### src/design/ctm_pkg.sv
// Purpose: shared constants for the compact timer
// Assumes: 8-bit registers, one per aligned 32-bit word
// Notes: offsets are byte addresses on the register bus
package ctm_pkg;
  localparam int CTM_CNT_W = 10;
  localparam logic [3:0] CTM_OFF_CTL0 = 4'h0;
  localparam logic [3:0] CTM_OFF_CTL1 = 4'h4;
  localparam logic [3:0] CTM_OFF_CNTL = 4'h8;
  localparam logic [3:0] CTM_OFF_CNTH = 4'hC;
  localparam logic [4:0] CTM_OFF_MATL = 5'h10;
  localparam logic [4:0] CTM_OFF_MATH = 5'h14;
  localparam logic [7:0] CTM_CTL0_RST = 8'h00;
  localparam logic [7:0] CTM_CTL1_RST = 8'h00;
  localparam int CTM_PAUSE_BIT = 7;
  localparam int CTM_CKSEL_LSB = 4;
  localparam int CTM_ON_BIT = 3;
  localparam int CTM_PER_LSB = 0;
  localparam int CTM_MODE_LSB = 6;
  localparam int CTM_OFN_LSB = 4;
  localparam int CTM_INIT_BIT = 3;
  localparam int CTM_POL_BIT = 2;
  localparam int CTM_SWAP_BIT = 1;
  localparam int CTM_CLR_BIT = 0;
  localparam logic [1:0] CTM_MODE_CMP = 2'h0;
  localparam logic [1:0] CTM_MODE_PWM = 2'h2;
  localparam logic [1:0] CTM_MODE_TMR = 2'h3;
  localparam int CTM_DIV_SYS4 = 4;
  localparam int CTM_DIV_H16 = 16;
  localparam int CTM_DIV_H64 = 64;
  typedef enum logic [1:0] {CTM_BUS_IDLE, CTM_BUS_ACK} ctm_bus_type;
endpackage

### src/design/ctm_tick_if.sv
// Purpose: carries count ticks from the clock selector
// Assumes: one tick is one counter clock
// Notes: none
`timescale 1ns/1ps
`default_nettype none
interface ctm_tick_if;
  logic [2:0] sel;
  logic tick;
  modport src (input sel, output tick);
  modport dst (output sel, input tick);
endinterface
`default_nettype wire

### src/design/ctm_top.sv
// Purpose: compact timer, 10-bit counter with period and match compare
// Assumes: Avalon-MM slave, 8-bit registers in word slots
// Notes: wave outputs registered
// Summary of operation
// - 10-bit up-counter steps on each selected tick when on and not paused
// - period compare uses top three bits; match compare uses all ten
// - software cannot load count; its only way to clear it is a count_on rise
// - counter clears on overflow or selected compare match, flag on compare match only
// - pause bit holds count; clearing it resumes from held value
// - clk_select picks sys/4, sys, fast/16, fast/64, sub, pin edges
// - count_on low stops; rise zeroes count; fall keeps residual count
// - count_on rise restores initial output level in compare mode, inactive level (inverse of initial level bit) in PWM mode
// - period codes 1..7 give 128..896 clocks; code 0 means 1024
// - clear select zero lets period match reset the counter
// - op mode: 00 compare, 01 undefined, 10 PWM, 11 timer
// - timer mode leaves output unused while counting continues
// - compare mode match acts on output: none, low, high, toggle
// - PWM mode output: inactive, active, PWM waveform, undefined
// - match requesting current initial level gives no visible change
// - inverted pin is always the inverse of the wave pin
// - count readable as register pair; match value read/write pair
// - initial level bit: compare start level, PWM active level
// - polarity bit inverts output; no effect in timer mode
// - swap bit exchanges period and duty compare in PWM mode
// - clear source: 0 period or overflow, 1 match or overflow; ignored in PWM
`timescale 1ns/1ps
`default_nettype none
module ctm_top
  import ctm_pkg::*;
#(
  parameter int CNT_W = CTM_CNT_W
)
(
  input wire logic CLK,
  input wire logic RST,
  input wire logic [4:0] AVS_ADDRESS,
  input wire logic AVS_READ,
  input wire logic AVS_WRITE,
  input wire logic [31:0] AVS_WRITEDATA,
  input wire logic [3:0] AVS_BYTEENABLE,
  output logic [31:0] AVS_READDATA,
  output logic AVS_WAITREQUEST,
  input wire logic FAST_CLK_STB,
  input wire logic SUB_CLK_STB,
  input wire logic EXT_COUNT_CLOCK_PIN,
  output logic WAVE_OUT_PIN,
  output logic WAVE_OUT_INVERTED_PIN,
  output logic PERIOD_IRQ,
  output logic MATCH_IRQ
);
  initial begin
    if (CNT_W != 10) begin
      $error("counter width must be 10");
    end
  end
  ctm_tick_if tk();
  logic [7:0] ctl0_q;
  logic [7:0] ctl1_q;
  logic [9:0] cnt_q;
  logic [9:0] cnt_d;
  logic [9:0] match_q;
  logic on_q;
  logic out_q;
  logic out_d;
  logic [31:0] rdata_q;
  logic wait_q;
  ctm_bus_type bus_q;
  logic per_irq_q;
  logic mat_irq_q;
  logic run;
  logic on_rise;
  logic [2:0] per;
  logic [1:0] mode;
  logic [1:0] ofn;
  logic init_lv;
  logic pol;
  logic swap;
  logic clr_sel;
  logic per_hit;
  logic mat_hit;
  logic ovf;
  logic clr;
  logic wr_go;
  logic rd_go;
  logic [7:0] rd_byte;
  logic pwm_lv;
  assign tk.sel = ctl0_q[CTM_CKSEL_LSB +: 3];
  assign per = ctl0_q[CTM_PER_LSB +: 3];
  assign mode = ctl1_q[CTM_MODE_LSB +: 2];
  assign ofn = ctl1_q[CTM_OFN_LSB +: 2];
  assign init_lv = ctl1_q[CTM_INIT_BIT];
  assign pol = ctl1_q[CTM_POL_BIT];
  assign swap = ctl1_q[CTM_SWAP_BIT];
  assign clr_sel = ctl1_q[CTM_CLR_BIT];
  ctm_clksel u_clksel (
    .clk(CLK),
    .rst(RST),
    .fast_stb(FAST_CLK_STB),
    .sub_stb(SUB_CLK_STB),
    .ext_pin(EXT_COUNT_CLOCK_PIN),
    .tk(tk)
  );
  // bus handshake: one wait cycle then acknowledge
  assign wr_go = AVS_WRITE && (bus_q == CTM_BUS_ACK);
  assign rd_go = AVS_READ && (bus_q == CTM_BUS_ACK);
  always_ff @(posedge CLK) begin
    if (RST) begin
      bus_q <= CTM_BUS_IDLE;
      wait_q <= 1'b1;
    end else if (bus_q == CTM_BUS_IDLE && (AVS_READ || AVS_WRITE)) begin
      bus_q <= CTM_BUS_ACK;
      wait_q <= 1'b0;
    end else begin
      bus_q <= CTM_BUS_IDLE;
      wait_q <= 1'b1;
    end
  end
  always_comb begin
    rd_byte = 8'h00;
    unique case (AVS_ADDRESS)
      5'(CTM_OFF_CTL0): rd_byte = ctl0_q;
      5'(CTM_OFF_CTL1): rd_byte = ctl1_q;
      5'(CTM_OFF_CNTL): rd_byte = cnt_q[7:0];
      5'(CTM_OFF_CNTH): rd_byte = {6'h00, cnt_q[9:8]};
      CTM_OFF_MATL: rd_byte = match_q[7:0];
      CTM_OFF_MATH: rd_byte = {6'h00, match_q[9:8]};
      default: rd_byte = 8'h00;
    endcase
  end
  always_ff @(posedge CLK) begin
    if (RST) begin
      rdata_q <= 32'h00000000;
    end else if (AVS_READ && bus_q == CTM_BUS_IDLE) begin
      rdata_q <= {24'h000000, rd_byte};
    end
  end
  always_ff @(posedge CLK) begin
    if (RST) begin
      ctl0_q <= CTM_CTL0_RST;
      ctl1_q <= CTM_CTL1_RST;
      match_q <= 10'h000;
    end else if (wr_go && AVS_BYTEENABLE[0]) begin
      if (AVS_ADDRESS == 5'(CTM_OFF_CTL0)) begin
        ctl0_q <= AVS_WRITEDATA[7:0];
      end
      if (AVS_ADDRESS == 5'(CTM_OFF_CTL1)) begin
        ctl1_q <= AVS_WRITEDATA[7:0];
      end
      if (AVS_ADDRESS == CTM_OFF_MATL) begin
        match_q[7:0] <= AVS_WRITEDATA[7:0];
      end
      if (AVS_ADDRESS == CTM_OFF_MATH) begin
        match_q[9:8] <= AVS_WRITEDATA[1:0];
      end
    end
  end
  // counter core
  always_ff @(posedge CLK) begin
    if (RST) begin
      on_q <= 1'b0;
    end else begin
      on_q <= ctl0_q[CTM_ON_BIT];
    end
  end
  assign on_rise = ctl0_q[CTM_ON_BIT] && !on_q;
  assign run = on_q && ctl0_q[CTM_ON_BIT] && !ctl0_q[CTM_PAUSE_BIT] && tk.tick;
  assign per_hit = run && (per != 3'h0) && (cnt_q[9:7] == per - 3'h1)
    && (cnt_q[6:0] == 7'h7F);
  assign mat_hit = run && (match_q != 10'h000) && (cnt_q == match_q - 10'h001);
  assign ovf = run && (cnt_q == 10'h3FF);
  always_comb begin
    if (mode == CTM_MODE_PWM) begin
      clr = swap ? mat_hit : (per_hit || ovf);
    end else if (clr_sel) begin
      clr = mat_hit || ovf;
    end else begin
      clr = per_hit || ovf;
    end
  end
  always_comb begin
    cnt_d = cnt_q;
    if (on_rise) begin
      cnt_d = 10'h000;
    end else if (clr) begin
      cnt_d = 10'h000;
    end else if (run) begin
      cnt_d = cnt_q + 10'h001;
    end
  end
  always_ff @(posedge CLK) begin
    if (RST) begin
      cnt_q <= 10'h000;
    end else begin
      cnt_q <= cnt_d;
    end
  end
  always_ff @(posedge CLK) begin
    if (RST) begin
      per_irq_q <= 1'b0;
      mat_irq_q <= 1'b0;
    end else begin
      per_irq_q <= per_hit && !(clr_sel && mode != CTM_MODE_PWM);
      mat_irq_q <= mat_hit;
    end
  end
  // waveform output
  assign pwm_lv = swap ? (cnt_q[9:7] < per) : (cnt_q < match_q);
  always_comb begin
    out_d = out_q;
    if (on_rise) begin
      out_d = (mode == CTM_MODE_PWM) ? !init_lv : init_lv;
    end else if (mode == CTM_MODE_CMP && mat_hit) begin
      unique case (ofn)
        2'h0: out_d = out_q;
        2'h1: out_d = 1'b0;
        2'h2: out_d = 1'b1;
        2'h3: out_d = !out_q;
      endcase
    end else if (mode == CTM_MODE_PWM) begin
      unique case (ofn)
        2'h0: out_d = !init_lv;
        2'h1: out_d = init_lv;
        2'h2: out_d = on_q ? (pwm_lv ? init_lv : !init_lv) : out_q;
        2'h3: out_d = out_q;
      endcase
    end
  end
  always_ff @(posedge CLK) begin
    if (RST) begin
      out_q <= 1'b0;
    end else begin
      out_q <= out_d;
    end
  end
  always_ff @(posedge CLK) begin
    if (RST) begin
      WAVE_OUT_PIN <= 1'b0;
      WAVE_OUT_INVERTED_PIN <= 1'b1;
    end else if (mode == CTM_MODE_TMR) begin
      WAVE_OUT_PIN <= out_d;
      WAVE_OUT_INVERTED_PIN <= !out_d;
    end else begin
      WAVE_OUT_PIN <= out_d ^ pol;
      WAVE_OUT_INVERTED_PIN <= !(out_d ^ pol);
    end
  end
  assign AVS_READDATA = rdata_q;
  assign AVS_WAITREQUEST = wait_q;
  assign PERIOD_IRQ = per_irq_q;
  assign MATCH_IRQ = mat_irq_q;
  // checks: inverted pin and counter
  a_inv_pin: assert property (@(posedge CLK) disable iff (RST)
    WAVE_OUT_INVERTED_PIN == !WAVE_OUT_PIN) else $error("inverted pin mismatch");
  a_on_clear: assert property (@(posedge CLK) disable iff (RST)
    on_rise |=> cnt_q == 10'h000) else $error("count not cleared on start");
  a_pause_hold: assert property (@(posedge CLK) disable iff (RST)
    ctl0_q[CTM_PAUSE_BIT] && !on_rise |=> $stable(cnt_q)) else $error("count moved in pause");
  a_off_hold: assert property (@(posedge CLK) disable iff (RST)
    !ctl0_q[CTM_ON_BIT] |=> $stable(cnt_q)) else $error("count moved while off");
  a_step_one: assert property (@(posedge CLK) disable iff (RST)
    run && !clr && !on_rise |=> cnt_q == $past(cnt_q) + 10'h001) else $error("bad step");
  a_ovf_wrap: assert property (@(posedge CLK) disable iff (RST)
    ovf && !on_rise |=> cnt_q == 10'h000) else $error("no wrap on overflow");
  a_cnt_still: assert property (@(posedge CLK) disable iff (RST)
    !run && !on_rise |=> $stable(cnt_q)) else $error("count moved without tick");
  // checks: comparators and flags
  a_per_clear: assert property (@(posedge CLK) disable iff (RST)
    per_hit && !clr_sel && mode != CTM_MODE_PWM |=> cnt_q == 10'h000 ##1 PERIOD_IRQ == 1'b0)
    else $error("period match did not clear");
  a_per_point: assert property (@(posedge CLK) disable iff (RST)
    per_hit |-> cnt_q + 10'h001 == {per, 7'h00}) else $error("period match at wrong count");
  a_per_zero: assert property (@(posedge CLK) disable iff (RST)
    per == 3'h0 |-> !per_hit) else $error("period match with code zero");
  a_per_flag: assert property (@(posedge CLK) disable iff (RST)
    per_hit && !clr_sel && mode != CTM_MODE_PWM |=> PERIOD_IRQ)
    else $error("period flag missing");
  a_per_mute: assert property (@(posedge CLK) disable iff (RST)
    per_hit && clr_sel && mode != CTM_MODE_PWM |=> !PERIOD_IRQ)
    else $error("period flag while match clears");
  a_per_pulse: assert property (@(posedge CLK) disable iff (RST)
    PERIOD_IRQ |=> !PERIOD_IRQ) else $error("period flag longer than one clock");
  a_mat_point: assert property (@(posedge CLK) disable iff (RST)
    mat_hit |-> cnt_q + 10'h001 == match_q) else $error("match at wrong count");
  a_mat_zero: assert property (@(posedge CLK) disable iff (RST)
    match_q == 10'h000 |-> !mat_hit) else $error("match with value zero");
  a_mat_clear: assert property (@(posedge CLK) disable iff (RST)
    mat_hit && clr_sel && mode != CTM_MODE_PWM |=> cnt_q == 10'h000)
    else $error("match did not clear");
  a_swap_clear: assert property (@(posedge CLK) disable iff (RST)
    mode == CTM_MODE_PWM && swap && mat_hit |=> cnt_q == 10'h000)
    else $error("swapped period did not clear");
  a_irq_pulse: assert property (@(posedge CLK) disable iff (RST)
    MATCH_IRQ && !mat_hit |=> !MATCH_IRQ) else $error("match flag longer than one clock");
  a_mat_flag: assert property (@(posedge CLK) disable iff (RST)
    mat_hit |=> MATCH_IRQ) else $error("match flag missing");
  a_mat_src: assert property (@(posedge CLK) disable iff (RST)
    MATCH_IRQ |-> $past(mat_hit)) else $error("match flag without match");
  // checks: waveform output
  a_out_init: assert property (@(posedge CLK) disable iff (RST)
    on_rise && mode == CTM_MODE_CMP |=> out_q == $past(init_lv)) else $error("bad init");
  a_pwm_start: assert property (@(posedge CLK) disable iff (RST)
    on_rise && mode == CTM_MODE_PWM |=> out_q == !$past(init_lv)) else $error("bad pwm start");
  a_cmp_low: assert property (@(posedge CLK) disable iff (RST)
    mode == CTM_MODE_CMP && mat_hit && ofn == 2'h1 |=> !out_q) else $error("output not low");
  a_cmp_high: assert property (@(posedge CLK) disable iff (RST)
    mode == CTM_MODE_CMP && mat_hit && ofn == 2'h2 |=> out_q) else $error("output not high");
  a_cmp_toggle: assert property (@(posedge CLK) disable iff (RST)
    mode == CTM_MODE_CMP && mat_hit && ofn == 2'h3 |=> out_q != $past(out_q))
    else $error("output not toggled");
  a_cmp_keep: assert property (@(posedge CLK) disable iff (RST)
    mode == CTM_MODE_CMP && mat_hit && ofn == 2'h0 |=> $stable(out_q)) else $error("output moved");
  a_pwm_idle: assert property (@(posedge CLK) disable iff (RST)
    mode == CTM_MODE_PWM && ofn == 2'h0 |=> out_q == !$past(init_lv))
    else $error("pwm not inactive");
  a_pwm_force: assert property (@(posedge CLK) disable iff (RST)
    mode == CTM_MODE_PWM && ofn == 2'h1 && !on_rise |=> out_q == $past(init_lv))
    else $error("pwm not active");
  a_pol_apply: assert property (@(posedge CLK) disable iff (RST)
    mode != CTM_MODE_TMR |=> WAVE_OUT_PIN == (out_q ^ $past(pol)))
    else $error("polarity not applied");
  a_tmr_nopol: assert property (@(posedge CLK) disable iff (RST)
    mode == CTM_MODE_TMR |=> WAVE_OUT_PIN == out_q) else $error("polarity used in timer mode");
  // checks: register bus
  a_bus_ack: assert property (@(posedge CLK) disable iff (RST)
    (AVS_READ || AVS_WRITE) && AVS_WAITREQUEST |-> ##[0:1] !AVS_WAITREQUEST)
    else $error("bus not answered");
  a_bus_once: assert property (@(posedge CLK) disable iff (RST)
    !AVS_WAITREQUEST |=> AVS_WAITREQUEST) else $error("answer longer than one cycle");
  a_rd_upper: assert property (@(posedge CLK) disable iff (RST)
    AVS_READDATA[31:8] == 24'h000000) else $error("upper read bits set");
  // scenario covers
  c_per_hit: cover property (@(posedge CLK) disable iff (RST) per_hit);
  c_mat_toggle: cover property (@(posedge CLK) disable iff (RST)
    mat_hit && mode == CTM_MODE_CMP && ofn == 2'h3);
  c_pwm_run: cover property (@(posedge CLK) disable iff (RST) mode == CTM_MODE_PWM && run);
  c_ovf: cover property (@(posedge CLK) disable iff (RST) ovf);
  c_swap_clr: cover property (@(posedge CLK) disable iff (RST)
    mode == CTM_MODE_PWM && swap && mat_hit);
endmodule
`default_nettype wire

### src/design/ctm_clksel.sv
// Purpose: counter clock tick generator
// Assumes: sub and fast clocks arrive as synchronous enable strobes
// Notes: external pin edges detected on the system clock
`timescale 1ns/1ps
`default_nettype none
module ctm_clksel
  import ctm_pkg::*;
(
  input wire logic clk,
  input wire logic rst,
  input wire logic fast_stb,
  input wire logic sub_stb,
  input wire logic ext_pin,
  ctm_tick_if.src tk
);
  logic [5:0] sys_div_q;
  logic [5:0] h_div_q;
  logic ext_q;
  logic t;
  always_ff @(posedge clk) begin
    if (rst) begin
      sys_div_q <= 6'h00;
    end else begin
      sys_div_q <= sys_div_q + 6'h01;
    end
  end
  always_ff @(posedge clk) begin
    if (rst) begin
      h_div_q <= 6'h00;
    end else if (fast_stb) begin
      h_div_q <= h_div_q + 6'h01;
    end
  end
  always_ff @(posedge clk) begin
    if (rst) begin
      ext_q <= 1'b0;
    end else begin
      ext_q <= ext_pin;
    end
  end
  always_comb begin
    unique case (tk.sel)
      3'h0: t = (sys_div_q[1:0] == 2'(CTM_DIV_SYS4 - 1));
      3'h1: t = 1'b1;
      3'h2: t = fast_stb && (h_div_q[3:0] == 4'(CTM_DIV_H16 - 1));
      3'h3: t = fast_stb && (h_div_q == 6'(CTM_DIV_H64 - 1));
      3'h4, 3'h5: t = sub_stb;
      3'h6: t = ext_pin && !ext_q;
      3'h7: t = !ext_pin && ext_q;
    endcase
  end
  assign tk.tick = t;
endmodule
`default_nettype wire

### config.mk
export PLATFORM = sky130hd
export DESIGN_NAME = ctm_top
export DESIGN_NICKNAME = d
export VERILOG_FILES = /design/src/design/ctm_pkg.sv /design/src/design/ctm_tick_if.sv /design/src/design/ctm_top.sv /design/src/design/ctm_clksel.sv
export SDC_FILE = /design/constraint.sdc
export NUM_CORES = 1
export LEC_CHECK = 0
export ABC_AREA = 1
export BUFFER_PORTS_ARGS = -buffer_cell sky130_fd_sc_hd__buf_2
export CAP_MARGIN = 20
export CORE_AREA = 2 2 102 104
export CTS_CLUSTER_DIAMETER = 200
export CTS_CLUSTER_SIZE = 8
export DETAILED_ROUTE_END_ITERATION = 7
export DIE_AREA = 0 0 104 106
export SLEW_MARGIN = 20
export SYNTH_ARGS = -nofsm -noshare
export SYNTH_HDL_FRONTEND = slang
export SYNTH_SLANG_ARGS = --single-unit
### constraint.sdc
create_clock -name CLK -period 2.95 [get_ports CLK]
set_input_delay 0.1475 -clock CLK [delete_from_list [all_inputs] [get_ports CLK]]
set_output_delay 0.1475 -clock CLK [all_outputs]
set_load 0.1 [all_outputs]
== After elaboration in Yosys (flattened, before gate mapping) ==
Cells that the tools add are included.

* Input bits: 48
* Output and inout port bits: 37
* Flip-flop bits (word level): 66

* $add $sub $neg: 5
* Muxes and demuxes: 18
* Reductions and logical operators: 46
* Order comparisons: 2
* Equality and inequality tests: 26
* Bitwise gates (word level): 1

{| class="wikitable"
|+ Operators by type and width
! operator !! count
|-
| 8-bit one-hot mux with 6 select lines || 1
|-
| 1-bit logical AND || 21
|-
| 1-bit 2-to-1 mux || 14
|-
| 6-bit by 1-bit adder with 6-bit output (second input constant) || 2
|-
| 3-bit == test (second input constant) || 4
|-
| 10-bit by 1-bit adder with 10-bit output (second input constant) || 1
|-
| 10-bit == test || 1
|-
| 10-bit == test (second input constant) || 1
|-
| 2-bit == test (second input constant) || 5
|-
| 5-bit by 4-bit == test with 1-bit output (second input constant) || 2
|-
| 5-bit == test (second input constant) || 2
|-
| 10-bit less-than comparator || 1
|-
| 10-bit nonzero test || 1
|-
| 10-bit by 1-bit subtractor with 10-bit output (second input constant) || 1
|-
| 1-bit zero test || 9
|-
| 1-bit one-hot mux with 4 select lines || 2
|-
| 2-bit AND reduction || 4
|-
| 7-bit == test (second input constant) || 1
|-
| 1-bit one-hot mux with 7 select lines || 1
|-
| 3-bit by 2-bit == test with 1-bit output (second input constant) || 2
|-
| 6-bit == test (second input constant) || 1
|-
| 2-bit zero test || 3
|-
| 5-bit by 3-bit == test with 1-bit output (second input constant) || 1
|-
| 5-bit zero test || 1
|-
| 13 further kinds || 16
|}

== Logic depth before layout (Yosys ltp) ==
Gate-level depths: netlist of run 1.

* Word-level depth: 12
* Mapped depth: 19

== By module ==
A second synthesis of run 1 with hierarchy kept.

* Cells, all modules: 553
* Area, all modules: 3,883.7 um2

{| class="wikitable"
|+ By module, submodules not included
! module !! cells an instance !! times used !! sequential area each (um2) !! area each (um2)
|-
| ctm_top || 498 || 1 || 1,041.0 || 3,470.8
|-
| ctm_clksel || 55 || 1 || 180.2 || 412.9
|}

== Worst setup path before layout of run 1 ==
Ideal clock, no wire load.

* Kind: reg-to-reg
* From: reg match_q[0]
* To: reg cnt_q[0]
* Setup slack: 1.041 ns
* Period minus slack after synthesis: 1.909 ns
* Cell stages (with the launch flop): 17
* Path buffers: 0
* Data arrival time: 1.793 ns
* Library setup time: 0.116 ns
* Path through: dfxtp_1 -> inv_1 -> ha_1 -> nand2_1 -> nand2_1 -> nor2_1 -> nand2_1 -> nor2_1 -> nand3_1 -> nor2_1 -> nand2_1 -> nor2_2 -> nand2_2 -> a21oi_2 -> o21ai_2 -> nand3_4 -> nor2_2

* Cells in the longest elaborated chain, start to end: 7

{| class="wikitable"
|+ Ends and longest elaborated chain
! element !! RTL line !! text
|-
| start, declared || ctm_top.sv:61 || <nowiki>logic [9:0] match_q;</nowiki>
|-
| start signal, assigned || ctm_top.sv:150 || <nowiki>match_q[7:0] <= AVS_WRITEDATA[7:0];</nowiki>
|-
| 10-bit by 1-bit subtractor with 10-bit output / 10-bit nonzero test (equally long branches) || ctm_top.sv:169 || <nowiki>assign mat_hit = run && (match_q != 10'h000) && (cnt_q == match_q - 10'h001);</nowiki>
|-
| 10-bit == test / 1-bit logical AND (equally long branches) || ctm_top.sv:169 ||
|-
| 1-bit logical AND * || ctm_top.sv:169 ||
|-
| 1-bit logical OR || ctm_top.sv:175 || <nowiki>clr = mat_hit || ovf;</nowiki>
|-
| 1-bit 2-to-1 mux || ctm_top.sv:174 || <nowiki>end else if (clr_sel) begin</nowiki>
|-
| 1-bit 2-to-1 mux * || ctm_top.sv:172 || <nowiki>if (mode == CTM_MODE_PWM) begin</nowiki>
|-
| 3-bit OR reduction (no source line) * || - ||
|-
| end signal, assigned || ctm_top.sv:194 || <nowiki>cnt_q <= cnt_d;</nowiki>
|-
| end, declared || ctm_top.sv:59 || <nowiki>logic [9:0] cnt_q;</nowiki>
|}

Every way passes the cells marked *; elsewhere a longest branch is shown, timed or not.
A chain may end at the register's enable or synchronous reset.

== Worst setup path after layout of run 1 ==
* From: reg match_q[4]
* To: reg WAVE_OUT_INVERTED_PIN

* Cells in the longest elaborated chain, start to end: 11

{| class="wikitable"
|+ Ends and longest elaborated chain
! element !! RTL line !! text
|-
| 10-bit less-than comparator || ctm_top.sv:207 || <nowiki>assign pwm_lv = swap ? (cnt_q[9:7] < per) : (cnt_q < match_q);</nowiki>
|-
| 1-bit 2-to-1 mux || ctm_top.sv:207 ||
|-
| 1-bit 2-to-1 mux (2 in series) || ctm_top.sv:223 || <nowiki>2'h2: out_d = on_q ? (pwm_lv ? init_lv : !init_lv) : out_q;</nowiki>
|-
| 1-bit one-hot mux with 4 select lines || ctm_top.sv:220 || <nowiki>unique case (ofn)</nowiki>
|-
| 1-bit 2-to-1 mux || ctm_top.sv:219 || <nowiki>end else if (mode == CTM_MODE_PWM) begin</nowiki>
|-
| 1-bit 2-to-1 mux * || ctm_top.sv:212 || <nowiki>end else if (mode == CTM_MODE_CMP && mat_hit) begin</nowiki>
|-
| 1-bit 2-to-1 mux * || ctm_top.sv:210 || <nowiki>if (on_rise) begin</nowiki>
|-
| 1-bit bitwise XOR || ctm_top.sv:244 || <nowiki>WAVE_OUT_INVERTED_PIN <= !(out_d ^ pol);</nowiki>
|-
| 1-bit zero test || ctm_top.sv:244 ||
|-
| 1-bit 2-to-1 mux * || ctm_top.sv:239 || <nowiki>end else if (mode == CTM_MODE_TMR) begin</nowiki>
|-
| end signal, assigned || ctm_top.sv:241 || <nowiki>WAVE_OUT_INVERTED_PIN <= !out_d;</nowiki>
|-
| end signal, assigned || ctm_top.sv:244 ||
|-
| end, declared || ctm_top.sv:47 || <nowiki>output logic WAVE_OUT_INVERTED_PIN,</nowiki>
|}

Marked as above.

==> impl_metrics.env, run 1 <==
export IMPL_outcome="complete, no violations"
export IMPL_wl_per_cell_um=12.98
export IMPL_portBuffers=33
export IMPL_post_cts_setup_buffers=0
export IMPL_ant_nets=0
export IMPL_post_route_min_period_ns=2.218
export IMPL_synth_top_area_share_pct=32.59
export IMPL_vias=3450
export IMPL_hold_viol_final=0
export IMPL_n_antenna_cell=0
export IMPL_hp_start="EXT_COUNT_CLOCK_PIN"
export IMPL_fin_nets=636
export IMPL_drc_errors=0
export IMPL_grt_use_total_pct=17.55
export IMPL_cp_arrival_ns=2.40
export IMPL_powerDensity_mw_per_mm2=438.3
export IMPL_gp_congestion=0.9545
export IMPL_gr_usage_met1_pct=22.57
export IMPL_synthTopCellsByCount="nand2_1 (84), inv_1 (81), dfxtp_1 (61), a21oi_1 (44), nor2_1 (44)"
export IMPL_clock_sinks=61
export IMPL_vias_per_cell=4.866
export IMPL_synth_most_common_cell="nand2_1"
export IMPL_grt_pass1_vias=3232
export IMPL_async_flop_share_pct=0
export IMPL_grt_max_degree=35
export IMPL_htreeDepth=3
export IMPL_pre_cts_slack_ns=0.7458
export IMPL_synthCells=535
export IMPL_ys_types=36
export IMPL_grtUsageMet3_pct=1.839
export IMPL_crit_fanout=5
export IMPL_finalCritPeriodShare_pct=75.17
export IMPL_rsz0062_at_grt="false"
export IMPL_relSlewSlack_pct=44.18
export IMPL_leakage_nw=1.754
export IMPL_post_cts_resized=0
export IMPL_ys_flop_type="dfxtp_1"
export IMPL_root_buffer="clkbuf_8"
export IMPL_area_growth_pct=10.78
export IMPL_final_area_mm2=0.004151
export IMPL_start_util_pct=37.47
export IMPL_total_power_w=0.001820
export IMPL_synth_area_per_cell_um2=7.004
export IMPL_placed_area_mm2=0.003953
export IMPL_cts_tree="yes"
export IMPL_netlist_area_mm2=0.003747
export IMPL_first_pass_iters=4
export IMPL_multi_input_area_mm2=0.002073
export IMPL_critPathLaunchType="flip-flop"
export IMPL_floorplan_rows=37
export IMPL_grt_ovfl_total=0
export IMPL_met2_usage_pct=27.49
export IMPL_synth_area_leaders="dfxtp_1 (33%), nand2_1 (8.4%), inv_1 (8.1%)"
export IMPL_hold_path_class="input port to flip-flop"
export IMPL_dp_hpwl_um=7211
export IMPL_drive_gt1_share_pct=15.01
export IMPL_grt_pass1_wl_um=15390
export IMPL_synthMuxAreaShare_pct=0
export IMPL_grt_busiest_layer="met2"
export IMPL_fmax_mhz=451.0
export IMPL_hold_depth=3
export IMPL_synth_compound_gate_area_share_pct=15.89
export IMPL_ys_seq_area_share_pct=32.59
export IMPL_r2r_end="WAVE_OUT_INVERTED_PIN$_SDFF_PP1_"
export IMPL_netlist_top_cell_by_area="dfxtp_1"
export IMPL_ys_ff_latch=61
export IMPL_yosysWarnings=0
export IMPL_clock_skew_ns=0.01106
export IMPL_wl_um=9203
export IMPL_fin_ws_ns=0.7325
export IMPL_critPathKind="flip-flop to flip-flop"
export IMPL_fin_tns_setup_ns=0
export IMPL_coreArea_mm2=0.01000
export IMPL_antenna_found_initial=0
export IMPL_postCtsHoldBufs=0
export IMPL_clock_latency_ns=0.34
export IMPL_seq_area_mm2=0.001221
export IMPL_required_ns=3.13
export IMPL_critPathCaptureType="flip-flop"
export IMPL_maxCapViolations=0
export IMPL_die_h_um=106
export IMPL_drtIter0Drc=182
export IMPL_die_w_um=104
export IMPL_holdPathEnd="u_clksel.ext_q$_SDFF_PP0_"
export IMPL_synth_adder_area_share_pct=6.344
export IMPL_synth_edf_count=0
export IMPL_n_fill_cell=1066
export IMPL_synth_top_family_by_area="simple AND/OR/NAND/NOR gates"
export IMPL_clk_path_buf_depth=2
export IMPL_peakVddDrop_mv=0.2180
export IMPL_setup_violations=0
export IMPL_yosys_area_share_simple_pct=26.71
export IMPL_synth_xor_area_share_pct=3.973
export IMPL_rrSetupSlack_ns=0.73
export IMPL_r2r_start="match_q[4]$_SDFFE_PP0P_"
export IMPL_cts_buffers=9
export IMPL_fp_dieArea_mm2=0.01102
export IMPL_drv_slew=0
export IMPL_tightestPinTransition_ns=0.8363
export IMPL_r2r_cells=17
export IMPL_cts_reportedPaths_clkPinSlew_ns=0.07
export IMPL_num_io_pins=85
[flip-flops by register name (all words and copies together), names as in the netlist, 2 cells and up]
name	cells
match_q	10
u_clksel.h_div_q	6
cnt_q	10
AVS_READDATA	8
u_clksel.sys_div_q	2
ctl1_q	8
ctl0_q	8
[placed cells by master (no fill, tap or decap), types with 17 or more instances in the layout]
cell     count
dfxtp_1     61
conb_1      24
inv_1       81
nor2_1      44
nand2_1     84
o21ai_0     39
a21oi_1     44
nor2_2      17
o22ai_1     17
nand3_1     32
ha_1        19
buf_2       33
[layout make-up]
cell class	count	share of cell area, %
clock buffers	11	3.647
clock inverters	4	1.145
inverters	86	7.776
multi-input cells	378	49.94
flip-flops and latches	61	29.42
well taps	136	4.099
repair buffers	33	3.978
[cells by family (layout without fill, tap and decap cells)]
logic type	Yosys count	count (layout)
AND/OR/NAND/NOR	209	209
flip-flops	61	61
AO/OA/AOI/OAI	109	109
XOR/XNOR	17	17
buffers and inverters	119	134
other	1	24
adder cells (fa/ha/maj)	19	19
[stage by stage]
step,utilization [%],cells,hold slack (ns)
6_report,41.52,709,0.03971
2_1_floorplan,-,558,0.2375
3_5_place_dp,39.53,694,0.3898
5_1_grt,41.52,709,0.04076
4_1_cts,41.52,709,0.02623
3_3_place_gp,39.53,694,0.3797
[worst max path at each step]
stage / start / endpoint / slack, ns / cells after the start
2_1_floorplan: match_q[0]$_SDFFE_PP0P_ / cnt_q[0]$_SDFFE_PP0P_ / 1.04 / 16
3_3_place_gp: match_q[0]$_SDFFE_PP0P_ / cnt_q[3]$_SDFFE_PP0P_ / 0.77 / 15
3_5_place_dp: match_q[0]$_SDFFE_PP0P_ / cnt_q[0]$_SDFFE_PP0P_ / 0.75 / 15
4_1_cts: match_q[0]$_SDFFE_PP0P_ / WAVE_OUT_INVERTED_PIN$_SDFF_PP1_ / 0.74 / 17
5_1_grt: match_q[0]$_SDFFE_PP0P_ / WAVE_OUT_INVERTED_PIN$_SDFF_PP1_ / 0.46 / 17
6_report: match_q[4]$_SDFFE_PP0P_ / WAVE_OUT_INVERTED_PIN$_SDFF_PP1_ / 0.73 / 17
[critical path: stages (launching register included)]
cell	delay, ns
dfxtp_1	0.44
inv_1	0.14
ha_1	0.30
nand2_1	0.06
nor2_1	0.17
nand3_1	0.10
nand3_1	0.13
nand2_1	0.06
nand2_1	0.06
nand3_1	0.06
nand2_1	0.06
nand2_1	0.05
nand2_1	0.06
nand3_1	0.08
nand2_2	0.12
nand2_1	0.06
nand2_1	0.05
nand3_1	0.06
[power by group]
part	internal (W)	total (W)	switching, W	leakage [nW]
Sequential	0.000833	0.000838	0.00000540	0.493
Clock	0.000428	0.000755	0.000326	0.101
Combinational	0.0000284	0.000227	0.000199	1.16
Total	0.00129	0.00182	0.000530	1.75
[metal layers]
metal | share of wire (%) | vias to the layer above
li1 | - | 1761
met1 | 46 | 1540
met2 | 43 | 111
met3 | 5.5 | 38
met4 | 5.4 | 0
met5 | 0 | -
No activity file was read; power rests on OpenSTA's default activity.
==> inputs of run 2 (changes only) <==
ABC_AREA = 0   (was 1)
CORE_AREA = 2 2 101 103   (was 2 2 102 104)
DIE_AREA = 0 0 103 105   (was 0 0 104 106)
clock period = 1.8 ns   (was 2.95 ns; I/O delays follow)
==> run 2 against run 1 <==
The flow now finishes with violations (negative setup slack). Sequential power is 63% higher. Via count grew 0.99%. Register-to-register slack got worse by 1.4 ns. Cell count down 2.1%. Design area is 23% higher. Maximum frequency decreased by 9.6%. Sequential share of layout area shrank 5.0 points. Wire length grew 13%. Clock power grew 72%. First-iteration DRC count increased by 32%. Non-clock buffer count rose by 95. Die area down 1.9%. Critical path type unchanged. Largest power group unchanged. Highest routed layer unchanged.
==> impl_metrics.env, run 2 <==
export IMPL_synthTopCellsByCount="nor2_1 (74), dfxtp_1 (61), mux2i_1 (30), buf_4 (24), inv_1 (23)"
export IMPL_vias=3484
export IMPL_internal_power_w=0.002093
export IMPL_pwr_share_seq_pct=44.6
export IMPL_cts_buffers=9
export IMPL_root_buffer="clkbuf_8"
export IMPL_leakage_nw=2.048
export IMPL_grt_ovfl_total=0
export IMPL_die_w_um=103
export IMPL_r2r_start="ctl0_q[1]$_SDFFE_PP0P_"
export IMPL_clock_latency_ns=0.37
export IMPL_worst_path_largest_cell_delay_ns=0.36
export IMPL_area_growth_pct=38.95
export IMPL_critPathLaunchType="flip-flop"
export IMPL_powerDensity_mw_per_mm2=599.8
export IMPL_grtUsageMet3_pct=5.552
export IMPL_drv_slew=0
export IMPL_setup_violations=15
export IMPL_layout_common_cells="buf_4 (81), nor2_1 (68), dfxtp_1 (44)"
export IMPL_synth_most_common_cell="nor2_1"
export IMPL_synth_edf_count=0
export IMPL_required_ns=2.05
export IMPL_n_fill_cell=910
export IMPL_ys_seq_area_share_pct=33.17
export IMPL_grt_pass1_wl_um=16050
export IMPL_netlist_top_cell_by_area="dfxtp_1"
export IMPL_wl_per_cell_um=14.97
export IMPL_critPathKind="flip-flop to flip-flop"
export IMPL_grt_use_total_pct=19.28
export IMPL_final_common_cell="buf_4"
export IMPL_antenna_found_initial=0
export IMPL_wl_um=10390
export IMPL_critPathCaptureType="flip-flop"
export IMPL_grt_pass1_vias=3273
export IMPL_rrSetupSlack_ns=-0.65
export IMPL_floorplan_rows=36
export IMPL_worstSetupPathDepth=13
export IMPL_first_pass_iters=5
export IMPL_reg_top3="cnt_q (10), match_q (10)"
export IMPL_crit_slowest_cell="dfxtp_2"
export IMPL_hold_path_class="input port to flip-flop"
export IMPL_drive_gt1_share_pct=37.79
export IMPL_htreeDepth=3
export IMPL_fin_nets=623
export IMPL_crit_chain="inv_4 -> buf_12 -> ha_4 -> xor2_2 -> or3_4 -> a2111oi_4 -> buf_4 -> a31oi_4 -> nor4_1 -> a31oi_1 -> o211ai_2 -> buf_6 -> nor2_1"
export IMPL_synth_top_area_share_pct=33.17
export IMPL_async_flop_share_pct=0
export IMPL_pwr_share_clk_pct=42.4
export IMPL_coreArea_mm2=0.009639
export IMPL_n_antenna_cell=0
export IMPL_cts_reportedPaths_clkPinSlew_ns=0.08
export IMPL_violations="negative setup slack"
export IMPL_placed_cells=664
export IMPL_sw_frac_of_total_pct=31.77
export IMPL_drc_errors=0
export IMPL_cp_num_buf_inv=4
export IMPL_cp_startpoint="ctl0_q[1]$_SDFFE_PP0P_"
export IMPL_r2r_end="cnt_q[6]$_SDFFE_PP0P_"
export IMPL_fmax_mhz=407.5
export IMPL_netlist_area_mm2=0.003681
export IMPL_num_io_pins=85
export IMPL_clk_path_buf_depth=2
export IMPL_rsz0062_at_grt="true"
export IMPL_p_switching_w=0.0009748
export IMPL_gp_congestion=0.8764
export IMPL_post_route_min_period_ns=2.454
export IMPL_finalCritPeriodShare_pct=136.3
export IMPL_ys_types=62
export IMPL_r2r_cells=13
export IMPL_ant_nets=0
export IMPL_p_comb_share_pct=13.1
export IMPL_fp_dieArea_mm2=0.01082
export IMPL_clock_skew_ns=0.01089
export IMPL_post_route_util_pct=53.06
export IMPL_die_h_um=105
export IMPL_hold_worst_slack_ns=0.001750
export IMPL_crit_fanout=5
export IMPL_ys_flop_type="dfxtp_1"
export IMPL_ys_ff_latch=61
export IMPL_relSlewSlack_pct=26.74
export IMPL_synthCells=436
export IMPL_yosysWarnings=0
export IMPL_outcome="complete, but fails checks"
export IMPL_synth_area_per_cell_um2=8.443
export IMPL_cp_arrival_ns=2.71
export IMPL_hold_viol_final=0
export IMPL_cts_tree="yes"
export IMPL_vias_per_cell=5.020
export IMPL_tightestPinTransition_ns=1.089
export IMPL_fin_cells=694
export IMPL_crit_family="simple AND/OR/NAND/NOR gates"
export IMPL_peakVddDrop_mv=0.4203
export IMPL_drtIter0Drc=241
export IMPL_grt_max_degree=25
export IMPL_met2_usage_pct=30.33
export IMPL_fin_ws_ns=-0.6542
export IMPL_dp_hpwl_um=7627
export IMPL_gr_usage_met1_pct=25.76
export IMPL_portBuffers=33
export IMPL_synth_area_leaders="dfxtp_1 (33%), mux2i_1 (8.2%), nor2_1 (7.5%)"
export IMPL_maxCapViolations=0
export IMPL_clock_sinks=61
export IMPL_start_util_pct=38.19
export IMPL_endpoint="cnt_q[6]$_SDFFE_PP0P_"
export IMPL_grt_busiest_layer="met2"
## run 2: cell types whose count changed after synthesis, sizes merged, moves of 5 or more
cell / before / now
a21oi: 46 / 16
a222oi: 0 / 6
a31oi: 1 / 6
buf: 26 / 31
inv: 84 / 23
mux2i: 0 / 30
nand2: 89 / 19
nand3: 38 / 4
nor2: 63 / 75
nor2b: 0 / 10
nor3: 6 / 11
o21ai: 40 / 13
o22ai: 17 / 0
xnor2: 4 / 16
## run 2: logic make-up after synthesis
| kind of cell | Yosys count | share of synthesized area (%) |
|---|---|---|
| other | 1 | 0.1019 |
| adder cells (fa/ha/maj) | 19 | 6.458 |
| AND/OR/NAND/NOR | 160 | 21.82 |
| XOR/XNOR | 26 | 6.186 |
| buffers and inverters | 65 | 9.415 |
| multiplexers | 34 | 9.381 |
| AO/OA/AOI/OAI | 70 | 13.46 |
| flip-flops | 61 | 33.17 |
## run 2: power by group through the flow
stage | clock [W] | sequential, W | combinational (W)
after global routing | 0.00139 | 0.00137 | 0.000425
after global placement | 0 | 0.00140 | 0.000381
after floorplan | 0 | 0.00142 | 0.000330
after CTS | 0.00132 | 0.00137 | 0.000396
final | 0.00130 | 0.00137 | 0.000400
after detailed placement | 0 | 0.00140 | 0.000384
## run 2: final cells by class
cell class,count,area [µm²],share of cell area (%)
multi-input combinational,333,2461,48.12
sequential,61,1250,24.44
timing repair buffer,128,943.4,18.44
tap,133,166.4,3.253
clock buffer,9,123.9,2.422
inverter,23,88.84,1.737
clock inverter,7,81.33,1.590
## run 2: how the worst min path moves through the flow
stage / start / end / slack [ns] / cells after the start
2_1_floorplan: EXT_COUNT_CLOCK_PIN / u_clksel.ext_q$_SDFF_PP0_ / 0.22 / 1
6_report: AVS_WRITEDATA[2] / match_q[2]$_SDFFE_PP0P_ / 0.002 / 3
4_1_cts: AVS_WRITEDATA[2] / match_q[2]$_SDFFE_PP0P_ / 0.002 / 3
3_5_place_dp: EXT_COUNT_CLOCK_PIN / u_clksel.ext_q$_SDFF_PP0_ / 0.33 / 2
5_1_grt: AVS_WRITEDATA[2] / ctl1_q[2]$_SDFFE_PP0P_ / 0.01 / 3
3_3_place_gp: EXT_COUNT_CLOCK_PIN / u_clksel.ext_q$_SDFF_PP0_ / 0.33 / 2
## run 2: worst min-delay path, cell delays in order
cell,delay (ns)
buf_2,0.11
mux2i_1,0.07
nor2_1,0.07
## run 2: timing repair
action / in CTS / in global routing
setup endpoints to repair: 15 / 16
endpoints found under the hold margin: 5 / 0
pin swaps: 19 / 25
hold buffers: 4 / 0
gates cloned: 1 / 0
resized for setup: 29 / 50
buffers inserted: 3 / 7
## run 2: through the flow
| step | area (µm²) | power [W] | setup slack, ns | setup TNS, ns |
|---|---|---|---|---|
| floorplan | 3782 | 0.001748 | -0.4986 | -5.684 |
| global placement | 4474 | 0.001783 | -0.6409 | -7.389 |
| detailed placement | 4474 | 0.001787 | -0.7341 | -8.598 |
| CTS | 4862 | 0.003090 | -0.6060 | -7.960 |
| global route | 5115 | 0.003186 | -0.7501 | -9.790 |
| finish | 5115 | 0.003068 | -0.6542 | -8.412 |
## run 2: per-layer routing
layer	share of wire (%)	vias up
li1	-	1722
met1	44	1643
met2	48	108
met3	6.8	11
met4	1.1	0
met5	0	-
==> inputs of run 3 (changes only) <==
clock period = 2.6 ns   (was 1.8 ns; I/O delays follow)
==> run 3 against run 2 <==
The flow now finishes without violations. Critical path depth down 4. Worst setup slack improved by 0.74 ns. Wire length is 8.0% lower. Flip-flop and latch count unchanged. Clock-buffer cell count is the same. Cell count down 8.9%. Sequential power down 31%. Clock power decreased by 34%. Sequential share of layout area rose by 3.7 points. Combinational power fell by 36%.
==> impl_metrics.env, run 3 (synthesis results as in run 2) <==
export IMPL_layout_common_cells="nor2_1 (74), dfxtp_1 (59), buf_2 (33)"
export IMPL_fp_dieArea_mm2=0.01082
export IMPL_crit_slowest_cell="or4b_4"
export IMPL_fmax_mhz=398.0
export IMPL_route_met3_wl_um=478
export IMPL_clk_path_buf_depth=2
export IMPL_required_ns=2.84
export IMPL_p_switching_w=0.0006360
export IMPL_wl_um=9561
export IMPL_post_cts_resized=0
export IMPL_peakVddDrop_mv=0.2979
export IMPL_post_route_min_period_ns=2.513
export IMPL_cts_tree="yes"
export IMPL_maxCapViolations=0
export IMPL_cts_reportedPaths_clkPinSlew_ns=0.08
export IMPL_critPathKind="flip-flop to flip-flop"
export IMPL_wl_per_cell_um=15.13
export IMPL_crit_family="compound AO/OA/AOI/OAI gates"
export IMPL_setup_violations=0
export IMPL_drive_gt1_share_pct=22.04
export IMPL_grt_pass1_wl_um=15040
export IMPL_grt_max_degree=28
export IMPL_die_w_um=103
export IMPL_grt_pass1_vias=2940
export IMPL_outcome="complete, no violations"
export IMPL_r2r_cells=9
export IMPL_start_util_pct=38.19
export IMPL_num_io_pins=85
export IMPL_leakage_nw=1.687
export IMPL_internal_power_w=0.001426
export IMPL_cp_arrival_ns=2.75
export IMPL_pwr_share_clk_pct=41.5
export IMPL_cts_buffers=9
export IMPL_powerDensity_mw_per_mm2=474.9
export IMPL_holdPathEnd="u_clksel.ext_q$_SDFF_PP0_"
export IMPL_vias=3190
export IMPL_drtIter0Drc=242
export IMPL_first_pass_iters=4
export IMPL_fin_tns_setup_ns=0
export IMPL_die_h_um=105
export IMPL_fin_nets=561
export IMPL_drc_errors=0
export IMPL_critPathCaptureType="flip-flop"
export IMPL_n_antenna_cell=0
export IMPL_gp_congestion=1.020
export IMPL_wl_met1_um=4548
export IMPL_sw_frac_of_total_pct=30.84
export IMPL_r2r_end="WAVE_OUT_PIN$_SDFF_PP0_"
export IMPL_antenna_found_initial=0
export IMPL_grt_use_total_pct=18.13
export IMPL_finalCritPeriodShare_pct=96.63
export IMPL_worst_path_largest_cell_delay_ns=0.51
export IMPL_placed_area_mm2=0.004093
export IMPL_hold_viol_final=0
export IMPL_root_buffer="clkbuf_8"
export IMPL_dp_hpwl_um=7301
export IMPL_pwr_share_seq_pct=46.1
export IMPL_drv_slew=0
export IMPL_dr_max_layer_used="met4"
export IMPL_tightestPinTransition_ns=0.7978
export IMPL_vias_per_cell=5.047
export IMPL_relSlewSlack_pct=46.37
export IMPL_crit_chain="buf_4 -> or4b_4 -> a21boi_1 -> o2bb2ai_1 -> a211oi_2 -> o2111a_2 -> a211o_1 -> and3_4 -> or2_1"
export IMPL_area_growth_pct=17.98
export IMPL_reg_top3="cnt_q (10), match_q (10)"
export IMPL_floorplan_rows=36
export IMPL_final_common_cell="nor2_1"
export IMPL_dr_wl_met2_um=4374
export IMPL_clock_sinks=61
export IMPL_clock_skew_ns=0.01102
export IMPL_grt_ovfl_total=0
export IMPL_crit_fanout=5
export IMPL_p_comb_share_pct=12.4
export IMPL_final_area_mm2=0.004343
export IMPL_ant_nets=0
export IMPL_postCtsHoldBufs=0
export IMPL_htreeDepth=3
export IMPL_rrSetupSlack_ns=0.09
export IMPL_cp_num_buf_inv=1
export IMPL_hold_depth=2
export IMPL_coreArea_mm2=0.009639
export IMPL_hp_start="EXT_COUNT_CLOCK_PIN"
export IMPL_r2r_start="match_q[4]$_SDFFE_PP0P_"
export IMPL_hold_path_class="input port to flip-flop"
export IMPL_post_cts_setup_buffers=0
export IMPL_critPathLaunchType="flip-flop"
export IMPL_portBuffers=33
export IMPL_clock_latency_ns=0.35
## run 3: changes by cell type in the layout (fill, tap and decap cells not counted), sizes merged
cell,before,now
inv,26,25
dlygate4sd3,4,0
clkinv,2,3
buf,124,66
## run 3: final cells by class
class | instances | area, µm²
clock inverters | 7 | 73.82
multi-input cells | 333 | 2252
flip-flops and latches | 61 | 1224
well taps | 133 | 166.4
clock buffers | 9 | 123.9
repair buffers | 66 | 416.7
inverters | 23 | 86.33
fillers | 963 | 5296
## run 3: power by group through the flow
stage	combinational (W)	clock [W]	sequential [W]
CTS	0.000255	0.000875	0.000950
finish	0.000255	0.000857	0.000950
detailed placement	0.000254	0	0.000972
global placement	0.000252	0	0.000972
global route	0.000271	0.000925	0.000951
floorplan	0.000228	0	0.000982
## run 3: metal layers
layer  vias to the layer above  track usage (%)
li1                       1596                -
met1                      1492            24.78
met2                        87            28.11
met3                        15            4.883
met4                         0            4.605
met5                         -                0
## run 3: metrics by stage
| step | total power (W) | instances | hold WS, ns | setup slack [ns] | utilization, % |
|---|---|---|---|---|---|
| 3_3_place_gp | 0.001224 | 616 | 0.3671 | 0.09399 | 42.39 |
| 4_1_cts | 0.002080 | 632 | 0.006268 | 0.04040 | 44.51 |
| 3_5_place_dp | 0.001226 | 616 | 0.3789 | 0.06231 | 42.46 |
| 2_1_floorplan | 0.001210 | 459 | 0.2582 | 0.2463 | - |
| 6_report | 0.002062 | 632 | 0.01188 | 0.08750 | 45.05 |
| 5_1_grt | 0.002148 | 632 | 0.03112 | -0.01524 | 45.05 |
## run 3: how the worst max path moves through the flow
stage	start	endpoint	slack, ns	cells after the start
floorplan	match_q[0]$_SDFFE_PP0P_	WAVE_OUT_PIN$_SDFF_PP0_	0.25	10
global placement	match_q[3]$_SDFFE_PP0P_	WAVE_OUT_PIN$_SDFF_PP0_	0.09	10
detailed placement	match_q[3]$_SDFFE_PP0P_	WAVE_OUT_PIN$_SDFF_PP0_	0.06	10
CTS	ctl0_q[1]$_SDFFE_PP0P_	cnt_q[9]$_SDFFE_PP0P_	0.04	12
global route	match_q[9]$_SDFFE_PP0P_	WAVE_OUT_PIN$_SDFF_PP0_	-0.02	10
finish	match_q[4]$_SDFFE_PP0P_	WAVE_OUT_PIN$_SDFF_PP0_	0.09	9
